===== src/anreg_pkg.sv =====
// Purpose: constants for the negotiation management register bank
// Assumes: 5-bit management register addresses, 16-bit registers
// Notes: field positions are bit indices within a 16-bit register
package anreg_pkg;
    localparam int ADDR_W = 5;
    localparam int DATA_W = 16;

    localparam logic [4:0] OFS_CONTROL = 5'h00;
    localparam logic [4:0] OFS_STATUS = 5'h01;
    localparam logic [4:0] OFS_ADVERT = 5'h04;
    localparam logic [4:0] OFS_PARTNER = 5'h05;
    localparam logic [4:0] OFS_EXPAND = 5'h06;
    localparam logic [4:0] OFS_NP_TX = 5'h07;

    // control fields
    localparam int CTL_SPEED = 13;
    localparam int CTL_AN_EN = 12;
    localparam int CTL_RESTART = 9;
    localparam int CTL_DUPLEX = 8;

    // status fields
    localparam int STS_ABIL_LO = 11;
    localparam int STS_AN_DONE = 5;
    localparam int STS_RFAULT = 4;
    localparam int STS_AN_ABLE = 3;
    localparam int STS_LINK = 2;
    localparam int STS_EXT = 0;

    // advertisement / code word fields
    localparam int ADV_NP = 15;
    localparam int ADV_ACK = 14;
    localparam int ADV_RF = 13;
    localparam int ADV_TECH_LO = 5;
    localparam int ADV_SEL_LO = 0;
    localparam logic [4:0] SELECTOR_CODE = 5'h01;

    // expansion fields
    localparam int EXP_LP_AN_ABLE = 0;
    localparam int EXP_PAGE_RX = 1;
    localparam int EXP_NP_ABLE = 2;
    localparam int EXP_LP_NP_ABLE = 3;
    localparam int EXP_PD_FAULT = 4;

    // reset values
    localparam logic [15:0] NP_TX_RESET = 16'h2001;
    localparam logic [15:0] DATA_ZERO = 16'h0000;
    localparam logic [4:0] TECH_ABILITY_DEFAULT = 5'h1F;
endpackage : anreg_pkg


===== src/anreg_bank.sv =====
// Purpose: management register bank of the link negotiation function
// Assumes: register port and arbitration signals share clk
// Notes: read data is registered; read side effects act in the read cycle
`timescale 1ns/1ps
module anreg_bank #(
    parameter logic AN_CAPABLE = 1'b1,
    parameter logic NP_CAPABLE = 1'b1,
    parameter logic [4:0] TECH_ABILITY = anreg_pkg::TECH_ABILITY_DEFAULT,
    parameter int NUM_DET = 3
) (
    input wire logic clk,
    input wire logic arst_n,
    input wire logic [4:0] reg_addr,
    input wire logic reg_wr,
    input wire logic reg_rd,
    input wire logic [15:0] reg_wdata,
    output logic [15:0] reg_rdata,
    output logic reg_rvalid,
    input wire logic restart_begun,
    input wire logic an_success,
    input wire logic link_ok,
    input wire logic res_speed,
    input wire logic res_duplex,
    input wire logic lp_word_valid,
    input wire logic lp_word_base,
    input wire logic [15:0] lp_word,
    input wire logic lp_an_detect,
    input wire logic wait_timer_done,
    input wire logic [NUM_DET-1:0] det_ready,
    input wire logic np_consumed,
    output logic an_enable,
    output logic an_restart,
    output logic link_speed,
    output logic link_duplex,
    output logic [15:0] adv_ability,
    output logic [15:0] np_tx_word,
    output logic np_able,
    output logic lp_np_able,
    output logic next_page_loaded
);
    logic ctl_speed_q, ctl_speed_d;
    logic ctl_an_en_q, ctl_an_en_d;
    logic ctl_duplex_q, ctl_duplex_d;
    logic restart_q, restart_d;
    logic done_q, done_d;
    logic rfault_q, rfault_d;
    logic [15:0] adv_q, adv_d;
    logic [15:0] lp_q, lp_d;
    logic lp_an_q, lp_an_d;
    logic page_rx_q, page_rx_d;
    logic lp_np_q, lp_np_d;
    logic pdf_q, pdf_d;
    logic [15:0] np_q, np_d;
    logic np_loaded_q, np_loaded_d;
    logic [15:0] rdata_q, rdata_d;
    logic rvalid_q;
    logic speed_q, speed_d;
    logic duplex_q, duplex_d;

    // address decode
    wire sel_ctl = (reg_addr == anreg_pkg::OFS_CONTROL);
    wire sel_sts = (reg_addr == anreg_pkg::OFS_STATUS);
    wire sel_adv = (reg_addr == anreg_pkg::OFS_ADVERT);
    wire sel_lp = (reg_addr == anreg_pkg::OFS_PARTNER);
    wire sel_exp = (reg_addr == anreg_pkg::OFS_EXPAND);
    wire sel_np = (reg_addr == anreg_pkg::OFS_NP_TX) && NP_CAPABLE;
    wire wr_ctl = reg_wr && sel_ctl;
    wire wr_adv = reg_wr && sel_adv;
    wire wr_np = reg_wr && sel_np;
    wire rd_sts = reg_rd && sel_sts;
    wire rd_exp = reg_rd && sel_exp;

    // a single detector must be ready; none or several is a fault
    wire [NUM_DET-1:0] det_less_one = det_ready - {{(NUM_DET-1){1'b0}}, 1'b1};
    wire det_none = (det_ready == '0);
    wire det_many = ((det_ready & det_less_one) != '0);
    wire pd_fault_evt = wait_timer_done && (det_none || det_many);

    wire base_rx = lp_word_valid && lp_word_base;
    wire rf_evt = base_rx && lp_word[anreg_pkg::ADV_RF];
    wire an_live = ctl_an_en_q && AN_CAPABLE;

    // register images
    wire [15:0] ctl_img = {2'b00, ctl_speed_q, ctl_an_en_q, 2'b00, restart_q,
                           ctl_duplex_q, 8'h00};
    wire [15:0] sts_img = {TECH_ABILITY, 5'h00, done_q && an_live, rfault_q,
                           AN_CAPABLE, link_ok, 1'b0, 1'b1};
    wire [15:0] exp_img = {11'h000, pdf_q, lp_np_q, NP_CAPABLE, page_rx_q,
                           lp_an_q};
    wire [15:0] rd_mux =
        sel_ctl ? ctl_img :
        sel_sts ? sts_img :
        sel_adv ? adv_q :
        sel_lp ? lp_q :
        sel_exp ? exp_img :
        sel_np ? np_q : anreg_pkg::DATA_ZERO;

    // control register; partner and expansion have no write path
    always_comb begin
        ctl_speed_d = wr_ctl ? reg_wdata[anreg_pkg::CTL_SPEED] : ctl_speed_q;
        ctl_an_en_d = wr_ctl ? reg_wdata[anreg_pkg::CTL_AN_EN] : ctl_an_en_q;
        ctl_duplex_d = wr_ctl ? reg_wdata[anreg_pkg::CTL_DUPLEX] : ctl_duplex_q;
        // only a one sets; writing zero leaves it alone
        if (wr_ctl && reg_wdata[anreg_pkg::CTL_RESTART] && AN_CAPABLE) begin
            restart_d = 1'b1;
        end else if (restart_begun) begin
            restart_d = 1'b0;
        end else begin
            restart_d = restart_q;
        end
    end

    // negotiation complete
    always_comb begin
        if (an_success && an_live) begin
            done_d = 1'b1;
        end else if (!an_live || restart_q) begin
            done_d = 1'b0;
        end else begin
            done_d = done_q;
        end
    end

    // latched and clear-on-read bits: event beats the read
    assign rfault_d = rf_evt ? 1'b1 : (rd_sts ? 1'b0 : rfault_q);
    assign page_rx_d = lp_word_valid ? 1'b1 : (rd_exp ? 1'b0 : page_rx_q);
    assign pdf_d = pd_fault_evt ? 1'b1 : (rd_exp ? 1'b0 : pdf_q);

    // partner code word, base or next page alike
    assign lp_d = lp_word_valid ? lp_word : lp_q;
    assign lp_an_d = lp_an_detect ? 1'b1 : (restart_begun ? 1'b0 : lp_an_q);
    assign lp_np_d = base_rx ? lp_word[anreg_pkg::ADV_NP] : lp_np_q;

    // ack is owned by arbitration, so software cannot set it
    always_comb begin
        adv_d = adv_q;
        if (wr_adv) begin
            adv_d = reg_wdata;
            adv_d[anreg_pkg::ADV_ACK] = 1'b0;
        end
    end

    assign np_d = wr_np ? reg_wdata : np_q;
    assign np_loaded_d = wr_np ? 1'b1 : (np_consumed ? 1'b0 : np_loaded_q);

    // negotiated result wins whenever negotiation is enabled and AN_CAPABLE is set
    assign speed_d = an_live ? res_speed : ctl_speed_q;
    assign duplex_d = an_live ? res_duplex : ctl_duplex_q;

    assign rdata_d = reg_rd ? rd_mux : rdata_q;

    always_ff @(posedge clk or negedge arst_n) begin
        if (!arst_n) begin
            ctl_speed_q <= 1'b1;
            ctl_an_en_q <= 1'b1;
            ctl_duplex_q <= 1'b0;
            restart_q <= 1'b0;
            done_q <= 1'b0;
        end else begin
            ctl_speed_q <= ctl_speed_d;
            ctl_an_en_q <= ctl_an_en_d;
            ctl_duplex_q <= ctl_duplex_d;
            restart_q <= restart_d;
            done_q <= done_d;
        end
    end

    always_ff @(posedge clk or negedge arst_n) begin
        if (!arst_n) begin
            rfault_q <= 1'b0;
            page_rx_q <= 1'b0;
            pdf_q <= 1'b0;
            lp_q <= anreg_pkg::DATA_ZERO;
            lp_an_q <= 1'b0;
            lp_np_q <= 1'b0;
        end else begin
            rfault_q <= rfault_d;
            page_rx_q <= page_rx_d;
            pdf_q <= pdf_d;
            lp_q <= lp_d;
            lp_an_q <= lp_an_d;
            lp_np_q <= lp_np_d;
        end
    end

    always_ff @(posedge clk or negedge arst_n) begin
        if (!arst_n) begin
            // ability field mirrors status bits 15:11
            adv_q <= {2'b00, 1'b0, 3'h0, TECH_ABILITY, anreg_pkg::SELECTOR_CODE};
            np_q <= anreg_pkg::NP_TX_RESET;
            np_loaded_q <= 1'b0;
        end else begin
            adv_q <= adv_d;
            np_q <= np_d;
            np_loaded_q <= np_loaded_d;
        end
    end

    always_ff @(posedge clk or negedge arst_n) begin
        if (!arst_n) begin
            rdata_q <= anreg_pkg::DATA_ZERO;
            rvalid_q <= 1'b0;
            speed_q <= 1'b0;
            duplex_q <= 1'b0;
        end else begin
            rdata_q <= rdata_d;
            rvalid_q <= reg_rd;
            speed_q <= speed_d;
            duplex_q <= duplex_d;
        end
    end

    assign reg_rdata = rdata_q;
    assign reg_rvalid = rvalid_q;
    assign an_enable = ctl_an_en_q;
    assign an_restart = restart_q;
    assign link_speed = speed_q;
    assign link_duplex = duplex_q;
    assign adv_ability = adv_q;
    assign np_tx_word = np_q;
    assign np_able = NP_CAPABLE;
    assign lp_np_able = lp_np_q;
    assign next_page_loaded = np_loaded_q;

    property p_restart_set;
        @(posedge clk) disable iff (!arst_n)
        wr_ctl && reg_wdata[anreg_pkg::CTL_RESTART] && AN_CAPABLE |=> an_restart;
    endproperty
    a_restart_set: assert property (p_restart_set)
        else $error("restart bit not set by write of one");

    property p_restart_holds;
        @(posedge clk) disable iff (!arst_n)
        an_restart && !restart_begun |=> an_restart;
    endproperty
    a_restart_holds: assert property (p_restart_holds)
        else $error("restart bit dropped before negotiation began");

    property p_restart_zero_write;
        @(posedge clk) disable iff (!arst_n)
        wr_ctl && !reg_wdata[anreg_pkg::CTL_RESTART] && !restart_begun
            |=> an_restart == $past(an_restart);
    endproperty
    a_restart_zero_write: assert property (p_restart_zero_write)
        else $error("writing zero changed the restart bit");

    property p_done_off;
        @(posedge clk) disable iff (!arst_n)
        !an_live |=> !done_q;
    endproperty
    a_done_off: assert property (p_done_off)
        else $error("complete bit set while negotiation disabled");

    property p_done_set;
        @(posedge clk) disable iff (!arst_n)
        an_success && an_live && !wr_ctl |=> sts_img[anreg_pkg::STS_AN_DONE];
    endproperty
    a_done_set: assert property (p_done_set)
        else $error("complete bit not set after success");

    property p_rfault_latch;
        @(posedge clk) disable iff (!arst_n)
        rf_evt ##1 !rd_sts |=> rfault_q;
    endproperty
    a_rfault_latch: assert property (p_rfault_latch)
        else $error("remote fault not held until status read");

    property p_read_clear_race;
        @(posedge clk) disable iff (!arst_n)
        rd_exp && lp_word_valid |=> page_rx_q;
    endproperty
    a_read_clear_race: assert property (p_read_clear_race)
        else $error("page event lost on same-cycle read");

    property p_exp_clear;
        @(posedge clk) disable iff (!arst_n)
        rd_exp && !lp_word_valid && !pd_fault_evt |=> !page_rx_q && !pdf_q;
    endproperty
    a_exp_clear: assert property (p_exp_clear)
        else $error("expansion read did not clear sticky bits");

    property p_pd_fault;
        @(posedge clk) disable iff (!arst_n)
        wait_timer_done && $countones(det_ready) != 1 |=> pdf_q;
    endproperty
    a_pd_fault: assert property (p_pd_fault)
        else $error("no fault with zero or several detectors ready");

    property p_lp_store;
        @(posedge clk) disable iff (!arst_n)
        lp_word_valid |=> lp_q == $past(lp_word) && page_rx_q;
    endproperty
    a_lp_store: assert property (p_lp_store)
        else $error("partner word not stored");

    property p_ro_write;
        @(posedge clk) disable iff (!arst_n)
        reg_wr && sel_lp && !lp_word_valid |=> $stable(lp_q);
    endproperty
    a_ro_write: assert property (p_ro_write)
        else $error("write changed partner register");

    property p_np_loaded;
        @(posedge clk) disable iff (!arst_n)
        wr_np |=> next_page_loaded && np_tx_word == $past(reg_wdata);
    endproperty
    a_np_loaded: assert property (p_np_loaded)
        else $error("next page write did not raise loaded flag");

    property p_override;
        @(posedge clk) disable iff (!arst_n)
        an_live && !wr_ctl |=> link_speed == $past(res_speed)
            && link_duplex == $past(res_duplex);
    endproperty
    a_override: assert property (p_override)
        else $error("manual setting used while negotiating");

    property p_rd_answer;
        @(posedge clk) disable iff (!arst_n)
        reg_rd |=> reg_rvalid ##1 !reg_rvalid || $past(reg_rd);
    endproperty
    a_rd_answer: assert property (p_rd_answer)
        else $error("read answer not one cycle later");

    property p_rfault_hold;
        @(posedge clk) disable iff (!arst_n)
        rfault_q && !rd_sts |=> rfault_q;
    endproperty
    a_rfault_hold: assert property (p_rfault_hold)
        else $error("remote fault dropped without status read");

    property p_restart_clear;
        @(posedge clk) disable iff (!arst_n)
        restart_begun && !(wr_ctl && reg_wdata[anreg_pkg::CTL_RESTART]) |=> !an_restart;
    endproperty
    a_restart_clear: assert property (p_restart_clear)
        else $error("restart bit not cleared once negotiation began");

    property p_lp_able;
        @(posedge clk) disable iff (!arst_n)
        lp_an_detect |=> lp_an_q;
    endproperty
    a_lp_able: assert property (p_lp_able)
        else $error("partner able bit not set on detection");

    property p_np_consume;
        @(posedge clk) disable iff (!arst_n)
        np_consumed && !wr_np |=> !next_page_loaded;
    endproperty
    a_np_consume: assert property (p_np_consume)
        else $error("loaded flag kept after next page taken");
endmodule : anreg_bank


===== config.mk =====
export PLATFORM = sky130hd
export DESIGN_NAME = anreg_bank
export DESIGN_NICKNAME = d
export VERILOG_FILES = /design/src/anreg_pkg.sv /design/src/anreg_bank.sv
export SDC_FILE = /design/constraint.sdc
export NUM_CORES = 1
export LEC_CHECK = 0
export BUFFER_PORTS_ARGS = -buffer_cell sky130_fd_sc_hd__buf_2
export CORE_MARGIN = 3
export CORE_UTILIZATION = 40
export CTS_CLUSTER_DIAMETER = 100
export CTS_CLUSTER_SIZE = 12
export DETAILED_ROUTE_END_ITERATION = 8
export PLACE_DENSITY = 0.74
export SETUP_SLACK_MARGIN = 0.1
export SKIP_LAST_GASP = 1
export SLEW_MARGIN = 20
export SYNTH_ARGS = -nofsm -noshare
export SYNTH_HDL_FRONTEND = slang
export SYNTH_SLANG_ARGS = --single-unit

===== constraint.sdc =====
create_clock -name clk -period 3.2 [get_ports clk]
set_input_delay 0.64 -clock clk [delete_from_list [all_inputs] [get_ports clk]]
set_output_delay 0.64 -clock clk [all_outputs]
set_load 0.03 [all_outputs]

==> reports/results.tsv <==
stage	metric	value	unit
grt	initial antenna violation count	0	
hold_path	Hold Crit Class	in2async	
logic_synthesis	ys flop type	dfrtp_1	
die	Die H	99.59	um
cts	clk_lat worst skew	0.34	ns
grt	grt ovf	0	
cts	CTS tree	done	
grt	vias in the first global route	2761	
die	num ports	110	
placed_design	placed wire-length estimate	6315	um
grt	global-route wire length before repair	14180	um
detailed_routing	drt pass-1 iters	4	
logic_synthesis	Avg Cell Area, Syn	12.83	um^2
cts	Worst-path clk slew	0.07	ns
finish	multi-input logic area	1435	um^2
die	Core Region	8341	um^2
worst_setup_path	crit-path max FO	17	
die	Initial Utilization	42.00	%
worst_setup_path	critical path capture point type	register	
die	FP Rows	33	
finish	Antenna Cells	0	
detailed_routing	drt wl/cell	18.08	um
logic_synthesis	#FFs+latches synth	77	
cts	CTS H-tree lvls	3	
detailed_routing	ANT nets after route	0	
detailed_routing	Initial DRC Count	132	
grt	largest net degree at the start of global routing	78	
logic_synthesis	Yosys warning total	0	
placed_design	Inst Count DP	470	
die	Die Width	99.59	um
timing	worst-margin pin slew	0.9541	ns
logic_synthesis	post-synth cell types	41	
logic_synthesis	Synth Net Count	327	
timing	final critical-path share of the clock period	59.17	%
logic_synthesis	area leader, netlist	dfrtp_1	
timing	Pins Over Slew Limit	0	
placed_design	IO buf count	107	
worst_setup_path	depth of the most critical reg-to-reg path	4	
cts	CTS Buffer Depth	2	
finish	Final #Nets	430	
detailed_routing	Vias/cell	5.239	
logic_synthesis	Post-synth ARST share	100.0	%
power_and_ir_drop	maximum vdd drop	309.6	uV
detailed_routing	Post-Route WL	8786	um
cts	CTS buffer count	9	
outcome	outcome	finished, final reports clean	
logic_synthesis	register area share after synthesis	55.36	%
detailed_routing	drc violations	0	
logic_synthesis	top cell type's share of synthesized area	47.86	%
logic_synthesis	EDFF count, synth	0	
worst_setup_path	Critical Path Source Type	input port	
timing	RSZ-0062 raised after global routing	false	
worst_setup_path	CP arrival	2.12	ns
cts	CTS sink cnt	77	
timing	Hold Violations, Final	0	
finish	Layout Cells excl Fill	486	
cts	PostCTS Resize Cnt	0	
grt	GRT Overall Usage	18.42	%
timing	final hold slack	0.4361	ns
timing	clock period minus worst slack	1.893	ns
cts	Setup Buffers After CTS	0	
worst_setup_path	WS Path Type	in2reg	
power_and_ir_drop	leakage power	2.150	nW
worst_setup_path	Worst EP required	3.42	ns
placed_design	GPL Wtd Cong	0.7856	
finish	layout cells sized above 1	48.29	%
cts	CTS root buffer	clkbuf_8	
detailed_routing	Vias	2546	
finish	Area Overhead vs Synth	21.61	%
logic_synthesis	Cells after Synth	273	
timing	Setup TNS Final	0	ns
finish	Storage cell area	1939	um^2
logic_synthesis	synth top area cells	dfrtp_1, mux2_2, dfstp_2	
die	die area	9917	um^2
finish	fillers	744	
power_and_ir_drop	pwr/cell area	584.2	nW/um^2
timing	fmax	528.1	MHz
timing	worst relative slew slack	36.39	%
run	Max Cap Viol	0	
timing	skew final	0.005480	ns
logic_synthesis	post-synthesis instance area	3503	um^2
timing	Setup violations, final	0	
cts	# hold bufs at CTS	0	
[worst paths after layout]
kind | start | endpoint | slack [ns]
hold reg to reg | rfault_q$_DFFE_PN0P_ | rfault_q$_DFFE_PN0P_ | 0.50
setup reg to reg | lp_an_q$_DFFE_PN0P_ | reg_rdata[0]$_DFFE_PN0P_ | 1.93
setup / recovery | reg_addr[0] | np_tx_word[14]$_DFFE_PN0P_ | 1.31
min in group clk | np_consumed | next_page_loaded$_DFFE_PN0P_ | 0.48
hold / removal | arst_n | lp_q[10]$_DFFE_PN0P_ | 0.44
max in group asynchronous | arst_n | np_tx_word[4]$_DFFE_PN0P_ | 2.14
[layer usage]
| metal | vias to the layer above | global-route usage (%) | routed length [um] |
|---|---|---|---|
| met4 | 0 | 3.992 | 106 |
| met1 | 1249 | 23.69 | 3748 |
| met5 | - | 0 | 0 |
| met3 | 10 | 5.259 | 681 |
| li1 | 1186 | - | - |
| met2 | 101 | 31.04 | 4250 |
[worst max-delay path, cell delays in order]
cell and delay, ns:
buf_2 0.21, and2_1 0.39, nand2_2 0.44, mux2_4 0.43
[Yosys cell counts (3+ instances only)]
cell and n:
mux2_4 9, o21ai_0 9, a31oi_1 4, nand2_1 10
buf_4 4, clkbuf_1 7, dfrtp_1 67, nor2b_1 4
mux2_2 37, mux2i_1 11, o22ai_1 3, nand3_1 4
a21oi_1 10, mux2_1 10, o2bb2ai_1 8, buf_2 4
a21o_1 7, inv_1 7, dfstp_2 10, nor2_1 16
[state kept, by name (all words and copies together), names as in the netlist]
| name | flops |
|---|---|
| adv_ability | 15 |
| an_enable | 1 |
| an_restart | 1 |
| ctl_duplex_q | 1 |
| ctl_speed_q | 1 |
| done_q | 1 |
| link_duplex | 1 |
| link_speed | 1 |
| lp_an_q | 1 |
| lp_np_able | 1 |
| lp_q | 16 |
| next_page_loaded | 1 |
| np_tx_word | 16 |
| page_rx_q | 1 |
| pdf_q | 1 |
| reg_rdata | 16 |
| reg_rvalid | 1 |
| rfault_q | 1 |
[power breakdown]
group	switching, W	internal (W)	leakage [nW]
Sequential	0.0000992	0.00112	0.940
Clock	0.000332	0.000325	0.0877
Combinational	0.000376	0.000236	1.12
[logic make-up (layout without fill, tap and decap cells)]
group,after synthesis,count (layout),share of synthesized area [%]
compound gates,53,53,10.50
flops,77,77,55.36
xor+xnor,1,1,0.2500
simple gates,47,47,7.250
mux,68,68,22.75
other cells,2,2,0.2144
buf+inv,25,133,3.679
[cells in the final DEF, fill, tap and decap left out, types with 7 or more instances in the layout]
cell type / count
o21ai_0: 9
a21oi_1: 10
dfstp_2: 10
nand2_1: 10
clkbuf_8: 11
mux2_4: 9
dfrtp_1: 67
mux2i_1: 11
nor2_1: 16
buf_2: 106
inv_1: 7
mux2_2: 37
a21o_1: 7
o2bb2ai_1: 8
mux2_1: 10
[per-stage QoR]
step	power [W]	worst slack, ns	area [um^2]	utilization (%)
6_report	0.002489	1.307	4260	51.08
5_1_grt	0.002609	1.178	4260	51.08
4_1_cts	0.002514	1.264	4260	51.08
3_5_place_dp	0.001857	0.9021	4089	49.02
3_3_place_gp	0.001839	0.9894	4089	49.02
2_1_floorplan	0.001631	1.337	3503	-
[area by class of cell]
| type | instances | share of cell area [%] |
|---|---|---|
| sequential | 77 | 45.52 |
| multi-input combinational | 171 | 33.69 |
| timing repair buffer | 109 | 12.98 |
| clock buffer | 15 | 3.906 |
| tap | 105 | 3.084 |
| inverter | 8 | 0.7048 |
| clock inverter | 1 | 0.1175 |
Power figures use the tool's default switching activity.
